[config.mk]
export PLATFORM = sky130hd
export DESIGN_NAME = adcsr_readout
export DESIGN_NICKNAME = d
export VERILOG_FILES = /design/src/rtl/adcsr_pkg.sv /design/src/rtl/adcsr_fifo.sv /design/src/rtl/adcsr_readout.sv
export SDC_FILE = /design/constraint.sdc
export NUM_CORES = 1
export LEC_CHECK = 0
export BUFFER_PORTS_ARGS = -buffer_cell sky130_fd_sc_hd__buf_2
export CORE_MARGIN = 2
export CORE_UTILIZATION = 56
export CTS_BUF_LIST = sky130_fd_sc_hd__clkbuf_4
export DETAILED_ROUTE_END_ITERATION = 8
export PLACE_DENSITY = 0.73
export SLEW_MARGIN = 20
export SYNTH_ARGS = -nofsm -noshare
export SYNTH_HDL_FRONTEND = slang
export SYNTH_SLANG_ARGS = --single-unit
[constraint.sdc]
create_clock -name i_clk -period 4.05 [get_ports i_clk]
set_input_delay 0.81 -clock i_clk [delete_from_list [all_inputs] [get_ports i_clk]]
set_output_delay 0.81 -clock i_clk [all_outputs]
set_load 0.02 [all_outputs]
[src/rtl/adcsr_pkg.sv]
// Package for the converter readout block: timing counts and word layout.
// Assumes a 125 MHz core clock; all times are converted to clock cycles here.
package adcsr_pkg;
    localparam int CLK_PERIOD_PS = 8000;
    // Result word layout
    localparam int RESULT_BITS = 12;
    localparam logic [11:0] CODE_POS_FULL = 12'h7ff;
    localparam logic [11:0] CODE_NEG_FULL = 12'h800;
    localparam logic [11:0] RESULT_RESET = 12'h000;
    // Busy low (conversion) typical time, ns, and cycles
    localparam int CONV_TIME_NS = 13500;
    localparam int CONV_CYCLES = (CONV_TIME_NS * 1000) / CLK_PERIOD_PS;
    // Longest busy low, ns
    localparam int CONV_MAX_NS = 15000;
    localparam int CONV_MAX_CYCLES = (CONV_MAX_NS * 1000) / CLK_PERIOD_PS;
    // Previous result readable at least this long after start, ns
    localparam int HOLD_PREV_NS = 12000;
    localparam int HOLD_PREV_CYCLES = (HOLD_PREV_NS * 1000 + CLK_PERIOD_PS - 1) / CLK_PERIOD_PS;
    // Delay from start to first generated shift clock, ns
    localparam int CLK_START_NS = 204;
    localparam int CLK_START_CYCLES = (CLK_START_NS * 1000) / CLK_PERIOD_PS;
    // Generated shift clock period, typical 820 ns; half period in cycles
    localparam int SCLK_PERIOD_NS = 820;
    localparam int SCLK_HALF_CYCLES = (SCLK_PERIOD_NS * 1000) / (2 * CLK_PERIOD_PS);
    localparam int FIFO_DEPTH = 16;
    typedef enum logic [1:0] {
        ADCSR_IDLE = 2'b00,
        ADCSR_CONV = 2'b01
    } adcsr_conv_t;
endpackage : adcsr_pkg

[src/rtl/adcsr_fifo.sv]
// Small synchronous FIFO holding finished conversion codes.
// Assumes one clock; push when in_valid and in_ready, pop when out_valid and out_ready.
`timescale 1ns/1ps
module adcsr_fifo #(
    parameter int WIDTH = 12,
    parameter int DEPTH = 16
) (
    input wire logic i_clk,
    input wire logic i_rstn,
    input wire logic i_valid,
    output logic o_ready,
    input wire logic [WIDTH-1:0] i_data,
    output logic o_valid,
    input wire logic i_ready,
    output logic [WIDTH-1:0] o_data
);
    localparam int AW = $clog2(DEPTH);
    // Pointer wrap relies on a power-of-two depth, so refuse anything else
    if (WIDTH < 1 || DEPTH < 2 || (1 << AW) != DEPTH) begin : g_bad_params
        $error("adcsr_fifo: DEPTH must be a power of two");
    end
    logic [WIDTH-1:0] mem [DEPTH];
    logic [AW:0] wr_ptr;
    logic [AW:0] rd_ptr;
    logic do_push;
    logic do_pop;
    assign do_push = i_valid && o_ready;
    assign do_pop = o_valid && i_ready;
    assign o_ready = (wr_ptr - rd_ptr) != (AW+1)'(DEPTH);
    assign o_valid = wr_ptr != rd_ptr;
    assign o_data = mem[rd_ptr[AW-1:0]];
    // Storage writes
    always_ff @(posedge i_clk) begin
        if (do_push) begin
            mem[wr_ptr[AW-1:0]] <= i_data;
        end
    end
    // Pointers; extra bit tells full from empty
    always_ff @(posedge i_clk or negedge i_rstn) begin
        if (!i_rstn) begin
            wr_ptr <= '0;
            rd_ptr <= '0;
        end else begin
            if (do_push) begin
                wr_ptr <= wr_ptr + 1'b1;
            end
            if (do_pop) begin
                rd_ptr <= rd_ptr + 1'b1;
            end
        end
    end
endmodule : adcsr_fifo

[src/rtl/adcsr_readout.sv]
// Conversion control and serial readout with daisy-chain input.
// Assumes i_clk at 125 MHz; convert, select, shift clock and chain input are
// asynchronous pins and are synchronised here. Sample codes arrive from the
// converter core on i_sample with i_over / i_under range flags.
`timescale 1ns/1ps
module adcsr_readout (
    input wire logic i_clk,
    input wire logic i_rstn,
    input wire logic i_convert_n,
    input wire logic i_chip_select_n,
    input wire logic i_clock_source_select,
    input wire logic i_serial_shift_clock,
    input wire logic i_chain_in,
    input wire logic [11:0] i_sample,
    input wire logic i_over,
    input wire logic i_under,
    output logic o_busy_n,
    output logic o_serial_result_out,
    output logic o_serial_shift_clock,
    output logic o_serial_shift_clock_oe,
    output logic [11:0] o_result,
    output logic o_result_valid,
    input wire logic i_result_ready
);
    localparam int CW = adcsr_pkg::RESULT_BITS;
    // Two-flop synchronisers for all pins
    logic [1:0] cv_s;
    logic [1:0] cs_s;
    logic [1:0] sel_s;
    logic [1:0] sck_s;
    logic [1:0] tag_s;
    logic sck_d;
    always_ff @(posedge i_clk or negedge i_rstn) begin
        if (!i_rstn) begin
            cv_s <= 2'h3;
            cs_s <= 2'h3;
            sel_s <= 2'h3; // Wake up not driving the clock pin
            sck_s <= 2'h0;
            tag_s <= 2'h0;
            sck_d <= 1'b0;
        end else begin
            cv_s <= {cv_s[0], i_convert_n};
            cs_s <= {cs_s[0], i_chip_select_n};
            sel_s <= {sel_s[0], i_clock_source_select};
            sck_s <= {sck_s[0], i_serial_shift_clock};
            tag_s <= {tag_s[0], i_chain_in};
            sck_d <= sck_s[1];
        end
    end
    logic conv_n;
    logic cs_n;
    logic ext_mode;
    logic ext_rise;
    logic ext_fall;
    logic start;
    assign conv_n = cv_s[1];
    assign cs_n = cs_s[1];
    assign ext_mode = sel_s[1];
    assign ext_rise = sck_s[1] && !sck_d;
    assign ext_fall = !sck_s[1] && sck_d;
    logic start_lvl_d;
    always_ff @(posedge i_clk or negedge i_rstn) begin
        if (!i_rstn) begin
            start_lvl_d <= 1'b0;
        end else begin
            start_lvl_d <= !conv_n && !cs_n;
        end
    end
    adcsr_pkg::adcsr_conv_t state;
    assign start = !conv_n && !cs_n && !start_lvl_d && (state == adcsr_pkg::ADCSR_IDLE);
    // clamp out-of-range inputs to full scale
    logic [11:0] clamped;
    always_comb begin
        if (i_over) begin
            clamped = adcsr_pkg::CODE_POS_FULL;
        end else if (i_under) begin
            clamped = adcsr_pkg::CODE_NEG_FULL;
        end else begin
            clamped = i_sample;
        end
    end
    // Conversion timer; the output word is updated only at the end so the
    // previous result stays readable until the end, 1.5 us past the 12 us window
    logic [15:0] conv_cnt;
    logic conv_done;
    assign conv_done = (state == adcsr_pkg::ADCSR_CONV)
        && (conv_cnt == 16'(adcsr_pkg::CONV_CYCLES - 1));
    // busy falls the edge after start is seen
    // busy held low for conversion time
    always_ff @(posedge i_clk or negedge i_rstn) begin
        if (!i_rstn) begin
            state <= adcsr_pkg::ADCSR_IDLE;
            conv_cnt <= 16'h0000;
            o_busy_n <= 1'b1;
        end else begin
            case (state)
                adcsr_pkg::ADCSR_IDLE: begin
                    conv_cnt <= 16'h0000;
                    if (start) begin
                        state <= adcsr_pkg::ADCSR_CONV;
                        o_busy_n <= 1'b0;
                    end
                end
                adcsr_pkg::ADCSR_CONV: begin
                    conv_cnt <= conv_cnt + 16'h0001;
                    if (conv_done) begin
                        state <= adcsr_pkg::ADCSR_IDLE;
                        o_busy_n <= 1'b1;
                    end
                end
                default: begin
                    state <= adcsr_pkg::ADCSR_IDLE;
                    o_busy_n <= 1'b1;
                end
            endcase
        end
    end
    // result word held until conversion ends
    logic [11:0] result;
    always_ff @(posedge i_clk or negedge i_rstn) begin
        if (!i_rstn) begin
            result <= adcsr_pkg::RESULT_RESET;
        end else if (conv_done) begin
            result <= clamped;
        end
    end
    // Finished codes also go to the parallel stream through the FIFO
    logic fifo_ready;
    logic fifo_valid;
    logic [11:0] fifo_data;
    adcsr_fifo #(.WIDTH(12), .DEPTH(adcsr_pkg::FIFO_DEPTH)) u_fifo (
        .i_clk(i_clk),
        .i_rstn(i_rstn),
        .i_valid(conv_done),
        .o_ready(fifo_ready),
        .i_data(clamped),
        .o_valid(fifo_valid),
        .i_ready(!o_result_valid || i_result_ready),
        .o_data(fifo_data)
    );
    // Output stage register; a word is dropped only when the FIFO is full.
    // It refills whenever empty, so valid never waits for ready
    logic pop;
    assign pop = fifo_valid && (!o_result_valid || i_result_ready);
    always_ff @(posedge i_clk or negedge i_rstn) begin
        if (!i_rstn) begin
            o_result <= 12'h000;
            o_result_valid <= 1'b0;
        end else if (!o_result_valid || i_result_ready) begin
            o_result_valid <= pop;
            if (pop) begin
                o_result <= fifo_data;
            end
        end
    end
    // Internal shift clock generator
    logic int_run;
    logic [7:0] div_cnt;
    logic [4:0] pulse_cnt;
    logic int_clk;
    logic int_tick;
    logic [11:0] int_shift;
    logic int_tag;
    assign int_tick = int_run && (div_cnt == 8'(adcsr_pkg::SCLK_HALF_CYCLES - 1));
    // first edge about 204 ns after start
    // half period count gives 816 ns
    // 12 pulses then clock parks low
    always_ff @(posedge i_clk or negedge i_rstn) begin
        if (!i_rstn) begin
            int_run <= 1'b0;
            div_cnt <= 8'h00;
            pulse_cnt <= 5'h00;
            int_clk <= 1'b0;
            int_shift <= 12'h000;
            int_tag <= 1'b0;
        end else if (start && !ext_mode) begin
            int_run <= 1'b1;
            div_cnt <= 8'(adcsr_pkg::SCLK_HALF_CYCLES - adcsr_pkg::CLK_START_CYCLES);
            pulse_cnt <= 5'h00;
            int_clk <= 1'b0;
            int_shift <= result;
            int_tag <= tag_s[1];
        end else if (int_tick) begin
            div_cnt <= 8'h00;
            int_clk <= !int_clk;
            if (int_clk) begin
                pulse_cnt <= pulse_cnt + 5'h01;
                int_shift <= {int_shift[10:0], int_tag};
                if (pulse_cnt == 5'(CW - 1)) begin
                    int_run <= 1'b0;
                end
            end
        end else if (int_run) begin
            div_cnt <= div_cnt + 8'h01;
        end
    end
    // External shift: MSB out first, then chain bits from the 12th fall
    logic [11:0] ext_shift;
    logic ext_tag;
    logic ext_en;
    logic ext_active;
    // external output only with select low, convert high
    assign ext_en = ext_mode && !cs_n && conv_n;
    // chain input shifts in on host clock
    // chain level reappears after the word
    // chain bits follow on falling edges
    always_ff @(posedge i_clk or negedge i_rstn) begin
        if (!i_rstn) begin
            ext_shift <= 12'h000;
            ext_tag <= 1'b0;
            ext_active <= 1'b0;
        end else if (conv_done) begin
            ext_shift <= clamped;
            ext_active <= 1'b0;
        end else if (ext_en && ext_rise) begin
            if (!ext_active) begin
                ext_active <= 1'b1;
                ext_tag <= tag_s[1];
            end else begin
                ext_tag <= tag_s[1];
            end
        end else if (ext_en && ext_fall && ext_active) begin
            ext_shift <= {ext_shift[10:0], ext_tag};
        end else if (!ext_active) begin
            ext_shift <= result;
        end
    end
    // Registered pin outputs
    always_ff @(posedge i_clk or negedge i_rstn) begin
        if (!i_rstn) begin
            o_serial_result_out <= 1'b0;
            o_serial_shift_clock <= 1'b0;
            o_serial_shift_clock_oe <= 1'b0;
        end else begin
            o_serial_shift_clock_oe <= !ext_mode;
            o_serial_shift_clock <= int_run && int_clk;
            if (ext_mode) begin
                o_serial_result_out <= ext_shift[11];
            end else begin
                o_serial_result_out <= int_run ? int_shift[11] : int_tag;
            end
        end
    end
endmodule : adcsr_readout

Word level (Yosys, flattened, before mapping)
Memories as Yosys holds them, arrays and structs flattened. A register that Yosys moved wholly into a read port is not among the register bits.
Index checks and enable logic that the tools add are counted.
W data, S select, Z words.
Operators by class
  add/subtract/negate cells: 6
  equality and inequality tests: 10
  multiplexer cells: 34
  bitwise gates (word level): 1
  reductions and logical operators: 39
Operators by type and width (count)
  $mux W12: 9
  $pmux W16 S2: 1
  $mux W8: 3
  $add A16 B1 Y16 const B: 1
  $eq A16 B11 Y1 const B: 1
  $logic_and A1 B1 Y1: 16
  $add A5 B1 Y5 const B: 3
  $mux W5: 3
  $mux W1: 14
  $reduce_and A2 Y1: 5
  $reduce_bool A2 Y1: 5
  $logic_not A1 Y1: 9
  $add A8 B1 Y8 const B: 1
  $eq A8 B6 Y1 const B: 1
  $eq A5 B4 Y1 const B: 1
  $ne A5 B5 Y1: 1
  $ne A5 B5 Y1 const B: 1
  $sub A5 B5 Y5: 1
  $mux W2: 2
  $ne A2 B1 Y1 const B: 2
  $pmux W2 S2: 1
  $ne A3 B1 Y1 const B: 1
  $reduce_and A3 Y1: 1
  $reduce_bool A3 Y1: 1
  6 further kinds: 6
Word-level totals
  bits in registers: 99
  RAM bits: 192
  bits of input ports: 22
  output and inout port bits: 17
  logic and storage cells: 117
  memories kept: 1
Memories
  u_fifo.mem: depth 16, bits a word 12, read ports 1, clocked after Yosys merged registers in 1, wr ports 1, line adcsr_fifo.sv:22  | logic [WIDTH-1:0] mem [DEPTH];

Depth between registers and ports, before layout
Gate-level depths: netlist of run 1.
  depth after elaboration: 8
  gate-level depth with buffers: 11
  depth with buffers taken out: 8

Modules after synthesis
Synthesis of run 1 repeated with hierarchy kept, for this count alone.
Second synthesis, totals
  cell total of the unflattened synthesis: 869
  area, all modules: 12722.2 µm²
By module, submodules not included
  adcsr_fifo: instances 1, cells an instance 445, area each 8261.7 µm², seq. area each 6015.8 µm²
  adcsr_readout: instances 1, cells an instance 424, area each 4460.5 µm², seq. area each 2511.2 µm²

Least setup slack after synthesis of run 1
Ideal clock, no wire load.
  path type: reg-to-reg
  start point: register u_fifo.rd_ptr[1]
  end point: memory u_fifo.mem[1][0], enable pin
  setup time: 417 ps
  data arrival time: 3583 ps
  required time: 3633 ps
  slack: 50 ps
  stages on the path, launching flop included: 11
  buffers on the path: 2
  clock period less this slack: 4000 ps
  path through: dfrtp_1 -> clkbuf_1 -> clkbuf_1 -> inv_1 -> ha_1 -> nor2b_1 -> o21a_1 -> o21a_1 -> o22ai_1 -> nand2_1 -> nor4b_1
Between the ends
  word-level cells in the longest chain between the ends: 5
Ends and longest elaborated chain
  from (decl): line adcsr_fifo.sv:24  | logic [AW:0] rd_ptr;
  from (signal assigned): line adcsr_fifo.sv:48  | rd_ptr <= rd_ptr + 1'b1;
  $sub A5 B5 Y5: line adcsr_fifo.sv:29  | assign o_ready = (wr_ptr - rd_ptr) != (AW+1)'(DEPTH);
  $ne A5 B5 Y1: line adcsr_fifo.sv:29
  $logic_and A1 B1 Y1: line adcsr_fifo.sv:27  | assign do_push = i_valid && o_ready;
  $mux W1: line adcsr_fifo.sv:34  | if (do_push) begin
  $mux W1 (not written as such): line adcsr_fifo.sv:35  | mem[wr_ptr[AW-1:0]] <= i_data;
  to (decl): line adcsr_fifo.sv:22
No other way between the ends.

Final worst setup path of run 1
  start point: register u_fifo.wr_ptr[1]
  end point: memory u_fifo.mem[15][2], enable pin
Between the ends
  word-level cells in the longest chain between the ends: 5
Ends and longest elaborated chain
  from (decl): line adcsr_fifo.sv:23  | logic [AW:0] wr_ptr;
  from (signal assigned): line adcsr_fifo.sv:45  | wr_ptr <= wr_ptr + 1'b1;
  $sub A5 B5 Y5: line adcsr_fifo.sv:29
  $ne A5 B5 Y1: line adcsr_fifo.sv:29
  $logic_and A1 B1 Y1: line adcsr_fifo.sv:27
  $mux W1: line adcsr_fifo.sv:34
  $mux W1 (not written as such): line adcsr_fifo.sv:35
Several ways; a longest one is shown, not always the timed one.

==> impl_metrics.csv, run 1 <==
group,metric,value,unit
status,outcome,"completed",
timing,skew,51.1,ps
drt,ant_nets,0,
timing,setup_slack,680,ps
die,die_h,153,microns
drt,drt-total-wl,26.0,mm
synthesis,netlist_instances,781,
setup_path,crit-reg2reg-launch,"u_fifo.wr_ptr[1]$_DFFE_PN0P_",
drt,drtPass1Iterations,5,
clock_tree,hold_buffers,0,
placed_design,io_buffer_count,38,
timing,grt_setup_unrepaired,"false",
final_layout,layout.nets,917,
clock_tree,cts_buffer_depth,3,
clock_tree,post_cts_resized,0,
final_layout,finalNonFillerCells,1223,
synthesis,syn-cell-area,0.0124,sq mm
final_layout,final_cell_mix,"edfxtp_1 (192), clkbuf_4 (118), dfrtp_1 (101), nand2_1 (73), mux4_2 (60)",
synthesis,ys_ff_latch,302,
timing,slew-limit-headroom,28.5,%
synthesis,synth_edf_count,192,
final_layout,post-route-util,64.4,%
clock_tree,clkTransAtPathRegs,70,ps
clock_tree,post-cts-setup-buffer-count,0,
grt,grt_pass1_vias,7547,
grt,grt_overflow_total,0,
final_layout,layout-drive-gt1-share,31.0,%
timing,hold_slack,128,ps
setup_path,end_kind,"flop",
synthesis,async_reset_ff_share,36.4,%
setup_path,critical_path_arrival,3640,ps
final_layout,syn2layout_area_growth,12.9,%
placed_design,dp_hpwl,16.6,mm
die,ios,39,
clock_tree,tritoncts,"done",
synthesis,syn-num-nets,817,
timing,hold_violations,0,
hold_path,hp-class,"in2async",
placed_design,place.gp.congestion,0.816,
timing,worstMarginPinSlew,1070,ps
power_and_ir_drop,total_power,7.92,mW
timing,period_minus_slack,3370,ps
clock_tree,cts_htree_levels,3,
drt,route.detailed.drc,0,
die,die_w,153,microns
synthesis,synth_cell_type_count,52,
synthesis,ys.flop_type,"edfxtp_1",
setup_path,required,4320,ps
die,placementRows,54,
power_and_ir_drop,worst_ir_drop_vdd,0.312,mV
grt,grt_antenna_before_repair,1,
drt,drt_iter0_drc,638,
placed_design,placedCellCount,1083,
timing,fin_crit_sh,83.2,%
flow_run,maxCapViolCount,0,
clock_tree,numCtsBuffers,76,
timing,fmax,297,MHz
die,core-area,0.0218,sq mm
drt,wl_per_cell,21.3,microns
timing,drv_slew,0,
clock_tree,cts.sinks,302,
timing,setup_violations,0,
placed_design,dp_slack,683,ps
die,die-area,0.0234,sq mm
timing,finalSetupTns,0,ps
placed_design,place_area,0.0130,sq mm
final_layout,layout_commonest_cell,"edfxtp_1",
setup_path,crit_type,"reg2reg",
drt,vias,7173,
grt,grt_max_degree,52,
synthesis,avgSynthCellArea,15.9,sq um
synthesis,ys_seq_area_share,68.5,%
clock_tree,clock_latency,680,ps
die,start_util,57.0,%
setup_path,start_kind,"flop",
grt,grt_pass1_wl,41.5,mm
final_layout,num-fill-cells,1541,
setup_path,startpoint,"u_fifo.wr_ptr[1]$_DFFE_PN0P_",
clock_tree,cts-root-buf,"clkbuf_4",
setup_path,crit_fanout,12,
final_layout,final_area,0.0140,sq mm
power_and_ir_drop,powerDensity,564,mW/mm^2
grt,grtUsageTotal,23.1,%
power_and_ir_drop,leakagePower,5.49,nW
synthesis,yosysWarnings,0,
drt,drt-vias-per-instance,5.87,
-- flip-flops by register name (all words and copies together) (netlist names), 2 cells and up --
| register | flops |
|---|---|
| conv_cnt | 16 |
| cs_s | 2 |
| cv_s | 2 |
| div_cnt | 8 |
| ext_shift | 12 |
| int_shift | 12 |
| o_result | 12 |
| pulse_cnt | 5 |
| result | 12 |
| sck_s | 2 |
| sel_s | 2 |
| tag_s | 2 |
| u_fifo.mem | 192 |
| u_fifo.rd_ptr | 5 |
| u_fifo.wr_ptr | 5 |
-- report_power, final --
group | total, mW | internal, mW | switching [mW] | leakage [nW]
Clock | 2.58 | 1.40 | 1.18 | 0.600
Combinational | 1.78 | 0.875 | 0.907 | 1.85
Sequential | 3.56 | 3.47 | 0.0882 | 3.04
-- final timing paths --
| path | end | slack [ps] | cells after the start |
|---|---|---|---|
| max in group asynchronous | cv_s[0]$_DFF_PN1_ | 2890 | 2 |
| min in group i_clk | sel_s[0]$_DFF_PN1_ | 260 | 1 |
| worst min-delay path | o_result[3]$_DFFE_PN0P_ | 130 | 1 |
| worst max register to register | u_fifo.mem[15][2]$_DFFE_PP_ | 680 | 8 |
| worst max-delay path | u_fifo.mem[15][2]$_DFFE_PP_ | 680 | 8 |
| worst min register to register | cs_s[1]$_DFF_PN1_ | 350 | 0 |
-- final cells by class --
class                   count  area, sq um  share of cell area (%)
diodes                      1         2.50                  0.0178
clock buffers             118          886                    6.31
clock inverters            21          121                   0.864
inverters                  19         71.3                   0.508
well taps                 280          350                    2.49
flip-flops and latches    302         8530                    60.7
repair buffers             62          373                    2.65
multi-input cells         420         3710                    26.4
-- cell families after synthesis --
logic type,count (synthesis),synth area share (%)
AOI/OAI and AO/OA,89,4.80
DFF,302,68.5
and+or+nand+nor,208,8.52
buffers and inverters,59,2.11
xor gates and xnor gates,32,2.25
muxes,77,12.4
adders and majority gates,14,1.41
-- cells in the mapped netlist, types with 2 or more instances --
cell type	n	share of area (%)
o21ai_1	2	0.080
nor4b_1	5	0.35
a21o_1	22	1.3
clkbuf_1	26	0.78
nand3_1	14	0.56
mux4_2	60	11
inv_1	19	0.57
a21oi_1	28	1.1
nand2b_1	3	0.15
a311oi_1	7	0.49
mux2_2	14	1.3
dfrtp_1	103	21
o211a_1	2	0.16
nor2_1	46	1.4
a311oi_2	4	0.48
or3_1	2	0.10
buf_6	2	0.18
o21ai_0	16	0.64
and2_1	17	0.85
edfxtp_1	192	46
xor2_1	15	1.1
buf_4	5	0.30
and4b_1	2	0.16
xnor2_1	17	1.2
nor3_1	12	0.48
o21a_1	3	0.18
mux2i_1	3	0.24
nand2_1	73	2.2
nor2b_1	6	0.30
nand4_1	9	0.45
dfstp_2	7	1.5
ha_1	14	1.4
and3_1	8	0.40
buf_2	5	0.20
-- worst max-delay path: stages, from the launching register on --
cell	delay, ps
dfrtp_1	440
ha_1	330
nor2b_1	150
o21a_1	200
o21a_1	170
o22ai_1	310
nand2_1	340
buf_4	300
nor2_1	740
-- layer usage --
layer  track usage [%]  vias to the layer above  wire length, microns
met5                 0                        -                     0
li1                  -                     3197                     -
met2              38.7                      285                 13300
met1              30.7                     3647                 10500
met3              4.17                       44                  1590
met4              8.64                        0                   638
Note: power is estimated with default switching activity, not from simulation.
==> inputs of run 2 (changes only) <==
Clock period 4.05 ns to 2.9 ns, I/O delays scaled along.
==> run 2 against run 1 <==
  * Critical path depth unchanged
  * Sequential power up 40%
  * First-iteration DRC count down 11%
  * Clock power up 47%
  * Sequential cell count unchanged
  * Fmax up 23%
==> impl_metrics.csv, run 2 (synthesis results as in run 1) <==
group,metric,value,unit
timing,drv_slew,0,
setup_path,start_kind,"flop",
placed_design,dp_hpwl,16.8,mm
final_layout,layout-drive-gt1-share,32.3,%
setup_path,critical_path_arrival,3060,ps
die,core-area,0.0218,sq mm
final_layout,layout_commonest_cell,"edfxtp_1",
final_layout,final_cell_mix,"edfxtp_1 (192), clkbuf_4 (109), dfrtp_1 (101), nand2_1 (72), mux4_2 (60)",
power_and_ir_drop,powerDensity,781,mW/mm^2
clock_tree,cts_htree_levels,3,
clock_tree,tritoncts,"done",
clock_tree,clkTransAtPathRegs,70,ps
grt,grt_antenna_before_repair,1,
die,ios,39,
drt,vias,7160,
grt,grt_pass1_wl,41.4,mm
setup_path,crit_fanout,12,
hold_path,min_path_cells,3,
drt,drt_iter0_drc,565,
clock_tree,cts_buffer_depth,3,
final_layout,syn2layout_area_growth,16.2,%
timing,fmax,364,MHz
setup_path,crit_type,"reg2reg",
timing,skew,38.4,ps
die,start_util,57.0,%
die,placementRows,54,
grt,grt_max_degree,52,
placed_design,dp_slack,-7.48,ps
drt,drtPass1Iterations,7,
power_and_ir_drop,leakagePower,5.64,nW
timing,hold_violations,0,
hold_path,hp-class,"in2reg",
clock_tree,clock_latency,690,ps
drt,route.detailed.drc,0,
setup_path,required,3210,ps
placed_design,io_buffer_count,38,
grt,grt_overflow_total,0,
timing,grt_setup_unrepaired,"false",
timing,period_minus_slack,2750,ps
status,outcome,"completed",
timing,worstMarginPinSlew,942,ps
flow_run,maxCapViolCount,0,
final_layout,layout.nets,939,
drt,drt-total-wl,26.0,mm
clock_tree,cts.sinks,302,
drt,ant_nets,0,
timing,finalSetupTns,0,ps
power_and_ir_drop,worst_ir_drop_vdd,0.476,mV
setup_path,ff2ff_setup_slack,150,ps
timing,slew-limit-headroom,37.2,%
die,die_w,153,microns
grt,grtUsageTotal,23.2,%
final_layout,largest_reg_flops,192,
die,die-area,0.0234,sq mm
timing,setup_slack,150,ps
die,die_h,153,microns
timing,fin_crit_sh,94.8,%
timing,hold_slack,175,ps
clock_tree,numCtsBuffers,75,
timing,setup_violations,0,
drt,drt-vias-per-instance,5.76,
setup_path,end_kind,"flop",
grt,grt_pass1_vias,7497,
drt,wl_per_cell,20.9,microns
setup_path,r2r_cells,8,
clock_tree,cts-root-buf,"clkbuf_4",
placed_design,place.gp.congestion,0.819,
-- run 2: changes by cell type in the layout (fill, tap and decap cells not counted), sizes merged --
cell         previous run  this run
buf                    62        79
clkbuf                118       109
dlygate4sd3             0         6
bufinv                  1         4
clkinv                 16        19
clkinvlp                2         3
inv                    21        20
-- run 2: power by group --
| part | internal, mW | leakage (nW) | total (mW) | switching (mW) |
|---|---|---|---|---|
| Clock | 2.10 | 0.602 | 3.79 | 1.70 |
| Sequential | 4.84 | 3.04 | 4.97 | 0.129 |
| Combinational | 1.26 | 1.99 | 2.53 | 1.27 |
| Total | 8.20 | 5.64 | 11.3 | 3.09 |
-- run 2: cell type report --
type / instances / area (sq um)
Antenna cell: 1 / 2.50
Clock buffer: 109 / 818
Clock inverter: 27 / 223
Fill cell: 1518 / 7360
Inverter: 19 / 71.3
Multi-Input combinational cell: 420 / 3840
Sequential cell: 302 / 8530
Tap cell: 280 / 350
Timing Repair Buffer: 85 / 627
-- run 2: path summary, 6_finish.rpt --
check	start	to
worst max-delay path	u_fifo.wr_ptr[1]$_DFFE_PN0P_	u_fifo.mem[4][8]$_DFFE_PP_
worst min register to register	cv_s[0]$_DFF_PN1_	cv_s[1]$_DFF_PN1_
worst min-delay path	i_result_ready	o_result_valid$_DFFE_PN0N_
worst max register to register	u_fifo.wr_ptr[1]$_DFFE_PN0P_	u_fifo.mem[4][8]$_DFFE_PP_
min in group asynchronous	i_rstn	o_result[2]$_DFFE_PN0P_
max in group asynchronous	i_rstn	sel_s[1]$_DFF_PN1_
-- run 2: critical path: stages (launching register included) --
cell	delay, ps
dfrtp_1	430
ha_1	330
nor2b_1	160
o21a_1	180
o21a_1	180
o22ai_2	250
nand2_4	140
buf_4	200
nor3_4	520
-- run 2: timing repair --
action | 4_1_cts | 5_1_grt
gates resized for setup | 1 | 2
setup endpoints to repair | 11 | 35
hold endpoints to repair | 34 | 0
setup buffers | 0 | 4
hold buffers | 6 | 0
pin swaps | 0 | 3
-- run 2: through the flow --
step	cells	area, sq um	total power, mW	util, %
final	1243	14500	11.3	66.3
after global routing	1243	14500	11.8	66.3
after CTS	1238	14400	11.4	66.0
after detailed placement	1096	13300	7.61	60.9
after global placement	1096	13300	7.56	60.9
after floorplan	781	12600	6.93	-
-- run 2: layer usage --
metal  GRT usage [%]  share of wire [%]  vias to the layer above
li1                -                  -                     3249
met1            30.1                 41                     3634
met2            39.2                 52                      245
met3            4.54                5.2                       32
met4            8.60                1.7                        0
met5               0                  0                        -
==> inputs of run 3 (changes only) <==
Settings changed: MAX_ROUTING_LAYER set to met4, SYNTH_HIERARCHICAL set to 1.
==> run 3 against run 2 <==
  * Global-route usage is 1.7 points higher
  * Sequential power barely moved
  * Clock skew up 13 ps
  * Die area increased by 2.2%
  * Final area up 1.3%
  * First-iteration DRC count is 1.8% higher
==> impl_metrics.csv, run 3 <==
group,metric,value,unit
grt,grt_pass1_wl,43.6,mm
synthesis,syn-cell-area,0.0127,sq mm
setup_path,required,3230,ps
timing,finalSetupTns,0,ps
setup_path,crit_type,"reg2reg",
timing,fmax,395,MHz
final_layout,largest_reg_flops,192,
status,outcome,"completed",
timing,worstMarginPinSlew,697,ps
timing,slew-limit-headroom,53.5,%
clock_tree,clkTransAtPathRegs,70,ps
final_layout,layout_commonest_cell,"edfxtp_1",
placed_design,place.gp.congestion,0.844,
timing,hold_violations,0,
clock_tree,post-cts-setup-buffer-count,0,
die,die-area,0.0239,sq mm
flow_run,maxCapViolCount,0,
clock_tree,cts_buffer_depth,3,
grt,grt_pass1_vias,7973,
timing,skew,51.6,ps
drt,drt-total-wl,27.4,mm
synthesis,syn-num-nets,904,
drt,route.detailed.drc,0,
final_layout,layout-drive-gt1-share,29.1,%
drt,drtPass1Iterations,5,
setup_path,end_kind,"flop",
final_layout,final_cell_mix,"edfxtp_1 (192), clkbuf_4 (118), dfrtp_1 (102), nand2_1 (94), nor2_1 (50)",
power_and_ir_drop,powerDensity,791,mW/mm^2
drt,drt_iter0_drc,575,
drt,ant_nets,0,
power_and_ir_drop,total_power,11.6,mW
timing,grt_setup_unrepaired,"false",
setup_path,critical_path_arrival,2860,ps
clock_tree,cts-root-buf,"clkbuf_4",
clock_tree,tritoncts,"done",
die,die_h,155,microns
die,core-area,0.0224,sq mm
die,die_w,155,microns
hold_path,hp-class,"in2reg",
drt,wl_per_cell,20.6,microns
setup_path,start_kind,"flop",
die,placementRows,55,
final_layout,finalNonFillerCells,1332,
placed_design,placedCellCount,1184,
placed_design,io_buffer_count,38,
die,start_util,56.7,%
final_layout,post-route-util,65.3,%
final_layout,num-fill-cells,1614,
clock_tree,cts.sinks,302,
setup_path,crit_fanout,16,
clock_tree,post_cts_resized,0,
power_and_ir_drop,worst_ir_drop_vdd,0.573,mV
clock_tree,cts_htree_levels,3,
die,ios,39,
drt,vias,7815,
clock_tree,numCtsBuffers,77,
power_and_ir_drop,leakagePower,5.71,nW
grt,grt_overflow_total,0,
timing,period_minus_slack,2530,ps
final_layout,syn2layout_area_growth,15.2,%
grt,grtUsageTotal,24.8,%
grt,grt_max_degree,55,
synthesis,yosysWarnings,6,
placed_design,dp_hpwl,17.1,mm
timing,fin_crit_sh,87.3,%
synthesis,avgSynthCellArea,14.7,sq um
timing,hold_slack,267,ps
synthesis,netlist_instances,868,
drt,drt-vias-per-instance,5.87,
final_layout,layout.nets,1020,
timing,drv_slew,0,
clock_tree,clock_latency,670,ps
timing,setup_violations,0,
grt,grt_antenna_before_repair,1,
-- run 3: metrics by stage --
stage                     setup slack (ps)  cell area (sq um)
after floorplan                       18.1              12900
after global placement                 491              13600
after detailed placement               435              13600
after CTS                              375              14700
after global routing                   240              14700
final                                  367              14700
-- run 3: power by group --
part           switching [mW]  internal [mW]
Clock                    1.67           2.04
Combinational            1.66           1.27
Sequential              0.136           4.82
Total                    3.46           8.13
-- run 3: final cells by class --
cell class	instances	area (sq um)	share of cell area [%]
clock buffer	118	886	6.04
clock inverter	22	146	0.999
antenna	2	5.00	0.0341
inverter	26	97.6	0.666
timing repair buffer	84	591	4.03
tap	285	357	2.43
sequential	302	8530	58.2
multi-input combinational	493	4040	27.6
-- run 3: path summary, 6_finish.rpt --
kind,start,to,slack (ps),cells after the start
max,u_fifo/wr_ptr[1]$_DFFE_PN0P_,u_fifo/mem[1][11]$_DFFE_PP_,370,8
min,i_result_ready,o_result_valid$_DFFE_PN0N_,270,3
max reg2reg,u_fifo/wr_ptr[1]$_DFFE_PN0P_,u_fifo/mem[1][11]$_DFFE_PP_,370,8
min reg2reg,sck_s[0]$_DFF_PN0_,sck_s[1]$_DFF_PN0_,350,0
max in group asynchronous,i_rstn,pulse_cnt[0]$_DFFE_PN0P_,1660,3
min in group asynchronous,i_rstn,ext_shift[8]$_DFFE_PN0P_,510,2
-- run 3: timing repair --
action | 4_1_cts | 5_1_grt
hold buffers | 6 | 0
endpoints found under the setup margin | 0 | 0
hold endpoints to repair | 50 | 0
-- run 3: layer usage --
| metal | vias to the layer above | track usage [%] | routed length, microns |
|---|---|---|---|
| met4 | 0 | 8.69 | 620 |
| met5 | - | - | 0 |
| met1 | 3892 | 34.0 | 11300 |
| met2 | 315 | 37.1 | 13000 |
| li1 | 3564 | - | - |
| met3 | 44 | 5.91 | 2420 |
-- run 3: critical path, stage by stage (launching register included) --
cell and delay (ps):
dfrtp_1 440, ha_1 370, nor2b_1 170, o21ba_1 200, o211ai_2 240, a21oi_4 100
buf_12 180, nor4_4 220, buf_4 250
